<file path="config.mk">
export PLATFORM = sky130hd
export DESIGN_NAME = two_level_interrupt_handler
export DESIGN_NICKNAME = d
export VERILOG_FILES = /design/src/two_level_interrupt_handler.v
export VERILOG_INCLUDE_DIRS = /design/src
export SDC_FILE = /design/constraint.sdc
export NUM_CORES = 1
export LEC_CHECK = 0
export BUFFER_PORTS_ARGS = -buffer_cell sky130_fd_sc_hd__buf_2
export CAP_MARGIN = 25
export CORE_ASPECT_RATIO = 0.6
export CORE_MARGIN = 3
export CORE_UTILIZATION = 32
export CTS_CLUSTER_SIZE = 24
export DETAILED_ROUTE_END_ITERATION = 8
export PLACE_DENSITY_LB_ADDON = 0.25
export SETUP_SLACK_MARGIN = 0.05
export SLEW_MARGIN = 40
export SYNTH_ARGS = -nofsm -noshare
export SYNTH_HDL_FRONTEND = slang
export SYNTH_SLANG_ARGS = --single-unit
export TNS_END_PERCENT = 10
</file>
<file path="constraint.sdc">
create_clock -name clk_sys -period 2.4 [get_ports clk_sys]
set_input_delay 0.6 -clock clk_sys [delete_from_list [all_inputs] [get_ports clk_sys]]
set_output_delay 0.6 -clock clk_sys [all_outputs]
set_load 0.01 [all_outputs]
</file>
<file path="src/irq_handler_consts.vh">
// constants for the two level interrupt handler
// assumes one 100 MHz clock and an 8-bit register port
`ifndef IRQ_HANDLER_CONSTS_VH
`define IRQ_HANDLER_CONSTS_VH

// ***************************************************
// register addresses
// ***************************************************
`define ADDR_IE 8'hA8
`define ADDR_EIE1 8'hE6
`define ADDR_EIE2 8'hE7
`define ADDR_IP 8'hB8
`define ADDR_EIP1 8'hF6
`define ADDR_EIP2 8'hF7
`define ADDR_PEND0 8'h70
`define ADDR_PEND1 8'h71
`define ADDR_PEND2 8'h72
`define ADDR_EVT_STAT 8'h74
`define ADDR_EVT_MASK 8'h75
`define ADDR_NEST 8'h76

// ***************************************************
// field layout and reset values
// ***************************************************
`define GATE_BIT 7
`define SRC_PAD 23
`define BYTE0_LO 0
`define BYTE1_LO 7
`define BYTE2_LO 15
`define RST_BYTE 8'h00
`define RST_SRC 23'h00_0000
`define RST_EVT 3'h0
`define EVT_W 3
`define EVT_CALL 0
`define EVT_PREEMPT 1
`define EVT_RETURN 2

// ***************************************************
// timing
// ***************************************************
`define CLK_PERIOD_NS 10
`define MIN_RESPONSE_CYC 7
`define DETECT_CYC 1

`endif

</file>
<file path="src/two_level_interrupt_handler.v">
// two level interrupt handler: pending flags, enables, priorities,
// arbitration, vector call requests and nesting state
// assumes the core pulses inst_done at each instruction boundary and
// return_from_interrupt_done together with it when that instruction was the return
//
// The implementer's own choices: the strobed register port and the register addresses.
`timescale 1ns/1ps
`include "irq_handler_consts.vh"

module two_level_interrupt_handler #(
	parameter N_SRC = 19,
	parameter VEC_W = 16,
	parameter [N_SRC-1:0] HW_CLEAR = 19'h0_000F,
	parameter [N_SRC*VEC_W-1:0] VEC_TABLE = {
		16'h0093, 16'h008B, 16'h0083, 16'h007B, 16'h0073, 16'h006B, 16'h0063,
		16'h005B, 16'h0053, 16'h004B, 16'h0043, 16'h003B, 16'h0033, 16'h002B,
		16'h0023, 16'h001B, 16'h0013, 16'h000B, 16'h0003}
) (
	input wire clk_sys,
	input wire reset_n,
	input wire [N_SRC-1:0] src_event,
	input wire inst_done,
	input wire return_from_interrupt_done,
	input wire [7:0] reg_addr,
	input wire [7:0] reg_wdata,
	input wire reg_wr,
	input wire reg_rd,
	output reg [7:0] reg_rdata_ff,
	output reg call_req_ff,
	output reg [VEC_W-1:0] call_vector_ff,
	output reg [4:0] call_src_ff,
	output reg in_service_hi_ff,
	output reg in_service_lo_ff,
	output reg irq_ff
);

	// ***************************************************
	// helper functions
	// ***************************************************

	// byte-wide merge of a padded source vector from three registers
	function [`SRC_PAD-1:0] merge_src;
		input [`SRC_PAD-1:0] old;
		input [7:0] addr;
		input [7:0] data;
		input [7:0] a0;
		input [7:0] a1;
		input [7:0] a2;
		reg [`SRC_PAD-1:0] v;
		begin
			v = old;
			if (addr == a0) begin
				v[`BYTE1_LO-1:`BYTE0_LO] = data[6:0];
			end else if (addr == a1) begin
				v[`BYTE2_LO-1:`BYTE1_LO] = data;
			end else if (addr == a2) begin
				v[`SRC_PAD-1:`BYTE2_LO] = data;
			end
			merge_src = v;
		end
	endfunction

	// fixed order: lowest source number wins a tie
	function [5:0] first_set;
		input [`SRC_PAD-1:0] v;
		integer i;
		begin
			first_set = 6'h00;
			for (i = `SRC_PAD - 1; i >= 0; i = i - 1) begin
				if (v[i]) begin
					first_set = {1'b1, i[4:0]};
				end
			end
		end
	endfunction

	// ***************************************************
	// state
	// ***************************************************
	reg gate_ff;
	reg [`SRC_PAD-1:0] en_ff;
	reg [`SRC_PAD-1:0] prio_ff;
	reg [`SRC_PAD-1:0] pend_ff;
	reg [`EVT_W-1:0] evt_stat_ff;
	reg [`EVT_W-1:0] evt_mask_ff;
	reg win_valid_ff;
	reg win_hi_ff;
	reg [4:0] win_src_ff;

	reg [`SRC_PAD-1:0] nxt_pend;
	reg [`SRC_PAD-1:0] pend_clr;
	reg [`SRC_PAD-1:0] ev_pad;
	reg [`SRC_PAD-1:0] hw_clr_pad;
	reg [`EVT_W-1:0] evt_set;
	reg [`EVT_W-1:0] nxt_evt_stat;

	wire [`SRC_PAD-1:0] req_all;
	wire [`SRC_PAD-1:0] req_hi;
	wire [`SRC_PAD-1:0] req_lo;
	wire [5:0] pick_hi;
	wire [5:0] pick_lo;
	wire allow_hi;
	wire allow_lo;
	wire take_call;
	wire wr_evt;

	// ***************************************************
	// request qualification and arbitration
	// ***************************************************

	// a pending flag only reaches arbitration when enabled and gated
	assign req_all = pend_ff & en_ff & {`SRC_PAD{gate_ff}};
	assign req_hi = req_all & prio_ff;
	assign req_lo = req_all & ~prio_ff;
	assign pick_hi = first_set(req_hi);
	assign pick_lo = first_set(req_lo);

	// a running high level blocks everything, a running low blocks low
	assign allow_hi = !in_service_hi_ff;
	assign allow_lo = !in_service_hi_ff && !in_service_lo_ff;

	// winner registered each cycle: one cycle of detection latency
	always @(posedge clk_sys) begin
		if (!reset_n) begin
			win_valid_ff <= 1'b0;
			win_hi_ff <= 1'b0;
			win_src_ff <= 5'h00;
		end else if (allow_hi && pick_hi[5]) begin
			win_valid_ff <= 1'b1;
			win_hi_ff <= 1'b1;
			win_src_ff <= pick_hi[4:0];
		end else if (allow_lo && pick_lo[5]) begin
			win_valid_ff <= 1'b1;
			win_hi_ff <= 1'b0;
			win_src_ff <= pick_lo[4:0];
		end else begin
			win_valid_ff <= 1'b0;
			win_hi_ff <= 1'b0;
			win_src_ff <= 5'h00;
		end
	end

	// ***************************************************
	// vector call
	// ***************************************************

	// the return boundary itself never vectors, so at least one
	// instruction runs between a return and the next call; the cycle
	// right after a call is skipped because the winner is stale then
	assign take_call = inst_done && !return_from_interrupt_done && win_valid_ff
		&& !call_req_ff;

	// call pulse with the vector looked up from the table
	always @(posedge clk_sys) begin
		if (!reset_n) begin
			call_req_ff <= 1'b0;
			call_vector_ff <= {VEC_W{1'b0}};
			call_src_ff <= 5'h00;
		end else begin
			call_req_ff <= take_call;
			if (take_call) begin
				call_vector_ff <= VEC_TABLE[win_src_ff*VEC_W +: VEC_W];
				call_src_ff <= win_src_ff;
			end
		end
	end

	// ***************************************************
	// nesting levels
	// ***************************************************

	// a return closes the innermost level, so a preempted low
	// routine carries on after the high one returns
	always @(posedge clk_sys) begin
		if (!reset_n) begin
			in_service_hi_ff <= 1'b0;
			in_service_lo_ff <= 1'b0;
		end else if (take_call) begin
			if (win_hi_ff) begin
				in_service_hi_ff <= 1'b1;
			end else begin
				in_service_lo_ff <= 1'b1;
			end
		end else if (return_from_interrupt_done) begin
			if (in_service_hi_ff) begin
				in_service_hi_ff <= 1'b0;
			end else begin
				in_service_lo_ff <= 1'b0;
			end
		end
	end

	// ***************************************************
	// pending flags
	// ***************************************************

	// software write replaces a byte; vectoring clears some flags;
	// a hardware event in the same cycle wins over either clear
	always @* begin
		ev_pad = `RST_SRC;
		ev_pad[N_SRC-1:0] = src_event;
		hw_clr_pad = `RST_SRC;
		hw_clr_pad[N_SRC-1:0] = HW_CLEAR;
		pend_clr = `RST_SRC;
		if (take_call) begin
			pend_clr[win_src_ff] = hw_clr_pad[win_src_ff];
		end
		nxt_pend = pend_ff & ~pend_clr;
		if (reg_wr) begin
			nxt_pend = merge_src(nxt_pend, reg_addr, reg_wdata,
				`ADDR_PEND0, `ADDR_PEND1, `ADDR_PEND2);
		end
		nxt_pend = (nxt_pend | ev_pad) & ~(~`RST_SRC << N_SRC);
	end

	// flags keep their value while gated off, so nothing is lost
	always @(posedge clk_sys) begin
		if (!reset_n) begin
			pend_ff <= `RST_SRC;
		end else begin
			pend_ff <= nxt_pend;
		end
	end

	// ***************************************************
	// enable and priority registers
	// ***************************************************

	// bits above the implemented sources are held at zero
	always @(posedge clk_sys) begin
		if (!reset_n) begin
			gate_ff <= 1'b0;
			en_ff <= `RST_SRC;
			prio_ff <= `RST_SRC;
		end else if (reg_wr) begin
			if (reg_addr == `ADDR_IE) begin
				gate_ff <= reg_wdata[`GATE_BIT];
			end
			en_ff <= merge_src(en_ff, reg_addr, reg_wdata,
				`ADDR_IE, `ADDR_EIE1, `ADDR_EIE2)
				& ~(~`RST_SRC << N_SRC);
			prio_ff <= merge_src(prio_ff, reg_addr, reg_wdata,
				`ADDR_IP, `ADDR_EIP1, `ADDR_EIP2)
				& ~(~`RST_SRC << N_SRC);
		end
	end

	// ***************************************************
	// event status, mask and interrupt line
	// ***************************************************
	assign wr_evt = reg_wr && (reg_addr == `ADDR_EVT_STAT);

	// sticky events, write one to clear, a new event wins the clear
	always @* begin
		evt_set = `RST_EVT;
		evt_set[`EVT_CALL] = take_call;
		evt_set[`EVT_PREEMPT] = take_call && win_hi_ff && in_service_lo_ff;
		evt_set[`EVT_RETURN] = return_from_interrupt_done;
		nxt_evt_stat = evt_stat_ff;
		if (wr_evt) begin
			nxt_evt_stat = evt_stat_ff & ~reg_wdata[`EVT_W-1:0];
		end
		nxt_evt_stat = nxt_evt_stat | evt_set;
	end

	// the line follows the stored bits, one cycle behind them
	always @(posedge clk_sys) begin
		if (!reset_n) begin
			evt_stat_ff <= `RST_EVT;
			evt_mask_ff <= `RST_EVT;
			irq_ff <= 1'b0;
		end else begin
			evt_stat_ff <= nxt_evt_stat;
			if (reg_wr && (reg_addr == `ADDR_EVT_MASK)) begin
				evt_mask_ff <= reg_wdata[`EVT_W-1:0];
			end
			irq_ff <= |(evt_stat_ff & evt_mask_ff);
		end
	end

	// ***************************************************
	// register read port
	// ***************************************************

	// data stand for the single cycle after the strobe, else zero;
	// unmapped addresses read zero
	always @(posedge clk_sys) begin
		if (!reset_n) begin
			reg_rdata_ff <= `RST_BYTE;
		end else if (!reg_rd) begin
			reg_rdata_ff <= `RST_BYTE;
		end else if (reg_addr == `ADDR_IE) begin
			reg_rdata_ff <= {gate_ff, en_ff[`BYTE1_LO-1:`BYTE0_LO]};
		end else if (reg_addr == `ADDR_EIE1) begin
			reg_rdata_ff <= en_ff[`BYTE2_LO-1:`BYTE1_LO];
		end else if (reg_addr == `ADDR_EIE2) begin
			reg_rdata_ff <= en_ff[`SRC_PAD-1:`BYTE2_LO];
		end else if (reg_addr == `ADDR_IP) begin
			reg_rdata_ff <= {1'b0, prio_ff[`BYTE1_LO-1:`BYTE0_LO]};
		end else if (reg_addr == `ADDR_EIP1) begin
			reg_rdata_ff <= prio_ff[`BYTE2_LO-1:`BYTE1_LO];
		end else if (reg_addr == `ADDR_EIP2) begin
			reg_rdata_ff <= prio_ff[`SRC_PAD-1:`BYTE2_LO];
		end else if (reg_addr == `ADDR_PEND0) begin
			reg_rdata_ff <= {1'b0, pend_ff[`BYTE1_LO-1:`BYTE0_LO]};
		end else if (reg_addr == `ADDR_PEND1) begin
			reg_rdata_ff <= pend_ff[`BYTE2_LO-1:`BYTE1_LO];
		end else if (reg_addr == `ADDR_PEND2) begin
			reg_rdata_ff <= pend_ff[`SRC_PAD-1:`BYTE2_LO];
		end else if (reg_addr == `ADDR_EVT_STAT) begin
			reg_rdata_ff <= {5'h00, evt_stat_ff};
		end else if (reg_addr == `ADDR_EVT_MASK) begin
			reg_rdata_ff <= {5'h00, evt_mask_ff};
		end else if (reg_addr == `ADDR_NEST) begin
			reg_rdata_ff <= {6'h00, in_service_hi_ff, in_service_lo_ff};
		end else begin
			reg_rdata_ff <= `RST_BYTE;
		end
	end

endmodule

</file>
== Word level (Yosys, flattened, before mapping) ==
Memory sizes are Yosys's and may differ from the RTL's. A register that Yosys moved wholly into a read port is not among the register bits.
Index checks and enable logic that the tools add are counted.
Word-level totals
  bits in registers: 104
  latch bits: 0
  memory bits (writable): 0
  ROM bits: 32
  output and inout bits: 33
  memories: 1
Memories
  (name not given): words 32, width 1, read ports 1, clocked after Yosys merged registers in 1, write ports 0, RTL line two_level_interrupt_handler.v:206  | pend_clr[win_src_ff] = hw_clr_pad[win_src_ff];
Operators by class
  $add $sub $neg: 0
  multiply operators: 0
  divide/modulo/power cells: 0
  $lt $le $gt $ge: 2
  equality and inequality tests: 15
  shift-type cells: 1
  mux-type cells: 82
  bitwise logic cells: 17
  reduce and logical (&&, ||, !) cells: 26
Operator list (number)
  indexed part select 304 x 10 -> 16 bit (first input constant): 1
  2-to-1 mux 6 bit: 46
  2-to-1 mux 8 bit: 9
  bitwise AND 19 bit: 3
  == test 8 x 7 -> 1 bit (second input constant): 6
  == test 8 bit (second input constant): 6
  bitwise AND 23 bit: 2
  2-to-1 mux 19 bit: 2
  bitwise AND 23 x 19 -> 23 bit: 1
  inverter 19 -> 23 bit: 1
  inverter 19 bit: 1
  bitwise OR 19 bit: 1
  2-to-1 mux 5 bit: 3
  2-to-1 mux 1 bit: 12
  2-to-1 mux 12 bit: 1
  2-to-1 mux 4 bit: 3
  logical AND 1 bit: 11
  2-to-1 mux 3 bit: 3
  AND reduction 3 bit: 3
  AND reduction 2 bit: 4
  AND reduction 4 bit: 2
  2-to-1 mux 7 bit: 1
  bitwise AND 3 bit: 2
  less-than comparator 5 x 6 -> 1 bit (second input constant): 1
  11 further kinds: 18

== Longest topological paths before layout ==
Gate-level depths: netlist of run 1.
  depth in word-level cells: 30
  gate-level depth with buffers: 10
  gate-level depth less buffers: 6

== Least setup slack after synthesis of run 1 ==
Ideal clock, no wire load.
  kind: input to register
  start point: input port reg_addr[2]
  end point: register en_ff[8]
  library setup time: 0.116 ns
  arrival: 2.129 ns
  required time: 2.284 ns
  setup slack: 0.155 ns
  stages: 7
  buffers on the path: 2
  path through: clkbuf_1 nand2b_1 nor3_2 and3_1 buf_2 mux2i_1 nor2b_1
On the way
  longest elaborated chain between the ends: 3
  elaborated cells on any way between the ends: 4
  classes of those cells: eq/ne (2); bitwise (1); reduce/logical (1)
RTL lines
  from (decl): RTL line two_level_interrupt_handler.v:24  | input wire [7:0] reg_addr,
  == test 8 bit: RTL line two_level_interrupt_handler.v:52  | if (addr == a0) begin
  inverter 1 bit (no line)
  AND reduction 3 bit (no line) (*)
  to (signal assigned): RTL line two_level_interrupt_handler.v:233  | en_ff <= `RST_SRC;
  to (signal assigned): RTL line two_level_interrupt_handler.v:239  | en_ff <= merge_src(en_ff, reg_addr, reg_wdata,
  to (decl): RTL line two_level_interrupt_handler.v:81  | reg [`SRC_PAD-1:0] en_ff;
Mark *: on every way between the ends. The rest lies on a longest branch, timed or not.
A chain may end at the register's enable or synchronous reset.

==> flow_metrics.py, run 1 <==
metrics = {
    "sta": {
        "fmax_mhz": 425,
        "fin_skew_ps": 9.71,
        "finalHoldViolCount": 0,
        "final-max-slew-violation-count": 0,
        "tightest_slew_ps": 740,
        "setup_violations": 0,
        "fin_crit_sh_pct": 98.0,
        "fin_crit_ps": 2350,
        "relSlewSlack_pct": 50.7,
        "timing.setup.tns_ps": 0,
        "grt_setup_unrepaired": "yes",
        "setup_ws_ps": 47.3,
        "whs_ps": 458,
    },
    "setup_path": {
        "critPathCaptureType": "flop",
        "reg2reg_from": "gate_ff",
        "path_class": "reg -> reg",
        "path_cells": "buf_6, buf_12, and4b_2, nor4_4, nor4b_4, or4b_4, a21oi_4, a311oi_2",
        "start_kind": "flop",
        "worstPathMaxFanout": 19,
        "rr_worst_depth": 8,
        "cp.arrival_ps": 2570,
        "required_ps": 2620,
        "crit_start": "gate_ff",
        "r2r_setup_slack_ps": 50,
        "cpPeakStageDelay_ps": 510,
        "crit_slowest_cell": "or4b_4",
    },
    "floorplanning": {
        "num_rows": 35,
        "die_x_um": 170,
        "initial_utilization_pct": 33.3,
        "pin_count": 74,
        "die_area_um2": 17800,
        "core-area_um2": 15600,
        "die_h_um": 105,
    },
    "route": {
        "drtPass1Iterations": 6,
        "drt_iter0_drc": 743,
        "ant_nets": 0,
        "num_vias": 5566,
        "drt_wl_total_mm": 22.0,
        "post-route-drc-count": 0,
        "vias_per_cell": 5.91,
        "routedWlPerCell_um": 23.3,
    },
    "synth": {
        "synthDominantCellAreaShare_pct": 36.7,
        "synth_edf_count": 0,
        "ys_top_cells_by_area": "dfxtp_1 37%, mux2i_1 5.2%, nor2b_1 5.2%, nand2_1 4.9%, nand3_1 4.1%",
        "synth.most_common_cell": "dfxtp_1",
        "yosysSeqAreaShare_pct": 36.7,
        "ys_ff_latch": 95,
        "synth_cell_types": 63,
        "yosys_warnings": 0,
        "synth_cells": 616,
        "synth_common_cells": "95 x dfxtp_1, 67 x nand2_1, 43 x nor2b_1, 42 x nand3_1, 35 x a21oi_1",
        "synthesis.area_um2": 5180,
        "yosys_most_used_dff": "dfxtp_1",
        "synth_area_leader_cell": "dfxtp_1",
        "async_flop_share_pct": 0,
        "synth.avg_cell_area_um2": 8.42,
    },
    "finish": {
        "fin_nets": 777,
        "syn_to_final_growth_pct": 27.0,
        "drive_gt1_share_pct": 24.9,
        "diodes": 0,
        "finish.utilization_pct": 42.2,
    },
    "power_and_ir_drop": {
        "cellLeakagePower_nw": 2.57,
        "vdd_drop_max_mv": 0.304,
        "powerDensity_nw_per_um2": 522,
    },
    "global_route": {
        "grt_pass1_wl_mm": 32.3,
        "grt_usage_pct": 24.1,
        "antenna_found_initial": 0,
        "grt_pass1_vias": 5164,
        "grt_overflow": 0,
        "grt_max_degree": 51,
    },
    "place": {
        "port_buffers": 64,
        "dpl.hpwl_mm": 17.1,
        "post-place-ws_ps": -117,
        "gp_congestion": 0.996,
    },
    "cts": {
        "numCtsBuffers": 9,
        "cts.sinks": 95,
        "clock-root-buffer": "clkbuf_16",
        "cts_tree": "built",
        "clk_latency_ps": 350,
        "clk_pin_slew_ps": 70,
        "htreeDepth": 3,
        "clock_path_buffers": 2,
    },
    "outcome": {
        "status": "completed",
    },
    "flow_run": {
        "drv_cap": 0,
    },
    "hold_path": {
        "hold_path.class": "reg -> reg",
    },
}
-- critical path: cells and delay by family (launching register included) --
family          cells  cell delay (ps)
compound gates      2              200
buf+inv             2              270
flops               1              370
simple gates        4             1380
-- registers in the layout, summed over array words and instances, names as in the netlist, named ones only --
name / flops
call_vector_ff: 6
reg_rdata_ff: 8
irq_ff: 1
in_service_hi_ff: 1
evt_stat_ff: 3
evt_mask_ff: 3
pend_ff: 19
win_valid_ff: 1
call_src_ff: 5
en_ff: 19
win_src_ff: 5
gate_ff: 1
win_hi_ff: 1
prio_ff: 19
in_service_lo_ff: 1
call_req_ff: 1
-- power by group --
part / total, mW / internal, mW / switching, mW
clock network: 1.55 / 0.902 / 0.646
logic: 0.250 / 0.0981 / 0.152
registers: 1.64 / 1.60 / 0.0393
total: 3.44 / 2.60 / 0.837
-- per-stage QoR --
| step | instances | instance area [um2] | power (mW) |
|---|---|---|---|
| after floorplan | 624 | 5210 | 1.77 |
| after global placement | 923 | 6190 | 1.91 |
| after detailed placement | 923 | 6190 | 1.91 |
| after CTS | 938 | 6520 | 3.44 |
| after global routing | 942 | 6580 | 3.53 |
| final | 942 | 6580 | 3.44 |
-- kinds of logic after synthesis --
| group | after synthesis | share of synthesized area [%] |
|---|---|---|
| simple gates | 286 | 32.6 |
| compound gates | 152 | 20.4 |
| flops | 95 | 36.7 |
| buf+inv | 55 | 5.04 |
| mux | 27 | 5.21 |
| other cells | 1 | 0.0723 |
-- worst min-delay path by stage --
stage,startpoint,to,slack [ps],cells after the start
3_3_place_gp,call_vector_ff[3],call_vector_ff[3],450,2
6_report,call_vector_ff[3],call_vector_ff[3],460,2
4_1_cts,call_vector_ff[3],call_vector_ff[3],460,2
3_5_place_dp,call_vector_ff[3],call_vector_ff[3],450,2
2_1_floorplan,en_ff[0],en_ff[0],450,2
5_1_grt,call_vector_ff[3],call_vector_ff[3],500,2
-- metal layers --
layer / vias up / GRT usage [%] / wire length [um] / part of all wire [%]
li1: 2529 / - / - / -
met1: 2673 / 39.8 / 11200 / 51
met2: 342 / 29.7 / 7880 / 36
met3: 20 / 7.26 / 2670 / 12
met4: 2 / 3.59 / 170 / 0.77
met5: - / 2.32 / 47 / 0.21
-- area by class of cell --
type	instances	area [um2]
clock buffer	10	229
multi-input combinational	474	3110
timing repair buffer	150	992
fill	1575	9010
sequential	95	1910
clock inverter	4	72.6
inverter	6	22.5
tap	203	254
-- layout by cell type (no fill, tap or decap), types with 3 or more instances in the layout --
cell type / Yosys / final
dfxtp_1: 95 / 94
buf_4: 10 / 82
nand2_1: 67 / 67
buf_2: 8 / 64
nor2b_1: 43 / 43
nand3_1: 42 / 42
a21oi_1: 35 / 35
nand4_1: 28 / 28
mux2i_1: 27 / 27
nor2_1: 20 / 20
a21boi_0: 20 / 20
a21boi_1: 19 / 19
a221oi_1: 16 / 16
nand4b_1: 15 / 15
a22oi_1: 13 / 13
o21ai_0: 13 / 13
nor3_1: 10 / 10
conb_1: 1 / 9
clkbuf_16: 0 / 9
and4b_1: 9 / 8
and3_1: 7 / 7
and2_1: 7 / 7
a31oi_1: 7 / 7
inv_1: 6 / 6
o211ai_1: 5 / 5
nor4_1: 6 / 5
nand2b_1: 4 / 4
nand3b_1: 4 / 4
nor3b_1: 4 / 4
a222oi_1: 3 / 3
-- timing repair --
item	CTS	global route
hold buffers	0	0
gates resized for setup	4	7
setup buffers	1	4
pin swaps	1	4
endpoints found under the setup margin	2	3
Note: power is estimated with default switching activity, not from simulation.
==> inputs of run 2 (changes only) <==
--- a/config.mk
+++ b/config.mk
@@ -6,13 +6,13 @@
 export SDC_FILE = /design/constraint.sdc
 export NUM_CORES = 1
 export LEC_CHECK = 0
-export BUFFER_PORTS_ARGS = -buffer_cell sky130_fd_sc_hd__buf_2
 export CAP_MARGIN = 25
 export CORE_ASPECT_RATIO = 0.6
 export CORE_MARGIN = 3
 export CORE_UTILIZATION = 32
 export CTS_CLUSTER_SIZE = 24
 export DETAILED_ROUTE_END_ITERATION = 8
+export DONT_BUFFER_PORTS = 1
 export PLACE_DENSITY_LB_ADDON = 0.25
 export SETUP_SLACK_MARGIN = 0.05
 export SLEW_MARGIN = 40
==> run 2 against run 1 <==
Final cell count fell by 8.8%. Sequential power about the same. First-iteration DRC count unchanged. Die area stayed put. Global-route usage decreased by 0.74 points. Worst hold slack got worse by 83 ps. Wire length is 5.4% lower. Sequential cell count is the same. Fmax shrank 0.19%.
==> flow_metrics.py, run 2 (same netlist as run 1, synthesis figures left out) <==
metrics = {
    "place": {
        "dp_cells": 839,
        "port_buffers": 0,
        "gp_congestion": 1.01,
        "dpl.hpwl_mm": 16.2,
    },
    "floorplanning": {
        "core-area_um2": 15600,
        "die_x_um": 170,
        "pin_count": 74,
        "die_area_um2": 17800,
        "die_h_um": 105,
        "initial_utilization_pct": 33.3,
        "num_rows": 35,
    },
    "finish": {
        "final_cell_mix": "94 x dfxtp_1, 67 x nand2_1, 61 x buf_4",
        "num-fill-cells": 1570,
        "syn_to_final_growth_pct": 18.3,
        "instances_no_fill": 859,
        "reg_top3": "en_ff (19), pend_ff (19), prio_ff (19)",
        "diodes": 0,
        "final_common_cell": "dfxtp_1",
        "drive_gt1_share_pct": 15.2,
        "fin_nets": 693,
    },
    "sta": {
        "fin_crit_ps": 2360,
        "finalHoldViolCount": 0,
        "fin_crit_sh_pct": 98.2,
        "fin_skew_ps": 8.05,
        "fmax_mhz": 424,
        "grt_setup_unrepaired": "yes",
        "timing.setup.tns_ps": 0,
        "tightest_slew_ps": 645,
        "final-max-slew-violation-count": 0,
        "relSlewSlack_pct": 56.6,
        "setup_violations": 0,
    },
    "hold_path": {
        "min_path_cells": 1,
        "hold_path.class": "in -> reg",
    },
    "setup_path": {
        "required_ps": 2620,
        "critPathCaptureType": "flop",
        "r2r_setup_slack_ps": 40,
        "crit_start": "gate_ff",
        "rr_worst_depth": 8,
        "cp.arrival_ps": 2570,
        "start_kind": "flop",
        "worstPathMaxFanout": 15,
        "path_class": "reg -> reg",
        "reg2reg_from": "gate_ff",
    },
    "global_route": {
        "antenna_found_initial": 0,
        "grt_max_degree": 87,
        "grt_pass1_vias": 4883,
        "grt_overflow": 0,
        "grt_pass1_wl_mm": 31.6,
        "grt_usage_pct": 23.4,
    },
    "cts": {
        "clk_latency_ps": 350,
        "clock-root-buffer": "clkbuf_16",
        "clk_pin_slew_ps": 70,
        "numCtsBuffers": 9,
        "cts_tree": "built",
        "cts.sinks": 95,
        "clock_path_buffers": 2,
        "htreeDepth": 3,
    },
    "route": {
        "drt_iter0_drc": 743,
        "num_vias": 5246,
        "vias_per_cell": 6.11,
        "maxUsedRoutingLayer": "met4",
        "drtPass1Iterations": 8,
        "routedWlPerCell_um": 24.2,
        "m1WireLength_mm": 10.1,
        "drt_wl_total_mm": 20.8,
        "wl_met2_mm": 7.48,
        "post-route-drc-count": 0,
        "wl_met3_mm": 3.05,
        "ant_nets": 0,
    },
    "power_and_ir_drop": {
        "vdd_drop_max_mv": 0.289,
        "cellLeakagePower_nw": 2.20,
        "power_mw": 3.36,
        "powerDensity_nw_per_um2": 548,
    },
    "outcome": {
        "status": "completed",
    },
    "flow_run": {
        "drv_cap": 0,
    },
}
## run 2: final cells by class
class | instances | area [um2] | share of cell area (%)
Multi-Input combinational cell | 474 | 3090 | 50.3
Sequential cell | 95 | 1900 | 31.0
Inverter | 6 | 22.5 | 0.367
Clock inverter | 5 | 82.6 | 1.35
Tap cell | 203 | 254 | 4.14
Timing Repair Buffer | 66 | 544 | 8.88
Clock buffer | 10 | 239 | 3.90
## run 2: worst min path at each step
stage,startpoint,to,slack (ps)
2_1_floorplan,en_ff[0],en_ff[0],450
3_3_place_gp,en_ff[5],en_ff[5],480
3_5_place_dp,en_ff[6],en_ff[6],490
4_1_cts,reset_n,pend_ff[18],370
5_1_grt,reset_n,pend_ff[14],370
6_report,reset_n,pend_ff[18],380
## run 2: critical path, cell delays in order (launching register included)
cell and delay [ps]:
dfxtp_2 340, buf_6 140, buf_8 140, and4b_2 250, nor4_4 340, nor4b_4 280
or4b_4 500, a21oi_2 170, a311oi_1 60
## run 2: per-layer routing
layer,global-route usage [%],vias to the layer above
li1,-,2361
met1,38.0,2515
met2,27.9,352
met3,9.26,18
met4,3.59,0
met5,0,-
## run 2: power breakdown
part | internal (mW) | switching (mW)
Sequential | 1.60 | 0.0406
Clock | 0.939 | 0.643
Combinational | 0.0669 | 0.0697
## run 2: what timing repair did
action | 4_1_cts | 5_1_grt
setup endpoints to repair | 2 | 4
pin swaps | 3 | 2
setup buffers | 2 | 3
resized for setup | 4 | 5
hold buffers | 0 | 0
## run 2: through the flow
stage / utilization (%) / setup WS [ps] / hold WS [ps] / area [um2]
after global placement: 36.8 / -106 / 483 / 5730
after floorplan: - / 155 / 455 / 5210
after detailed placement: 36.8 / -173 / 493 / 5730
after global routing: 39.3 / -26.4 / 374 / 6130
after CTS: 39.1 / 62.5 / 371 / 6090
final: 39.3 / 42.8 / 375 / 6130
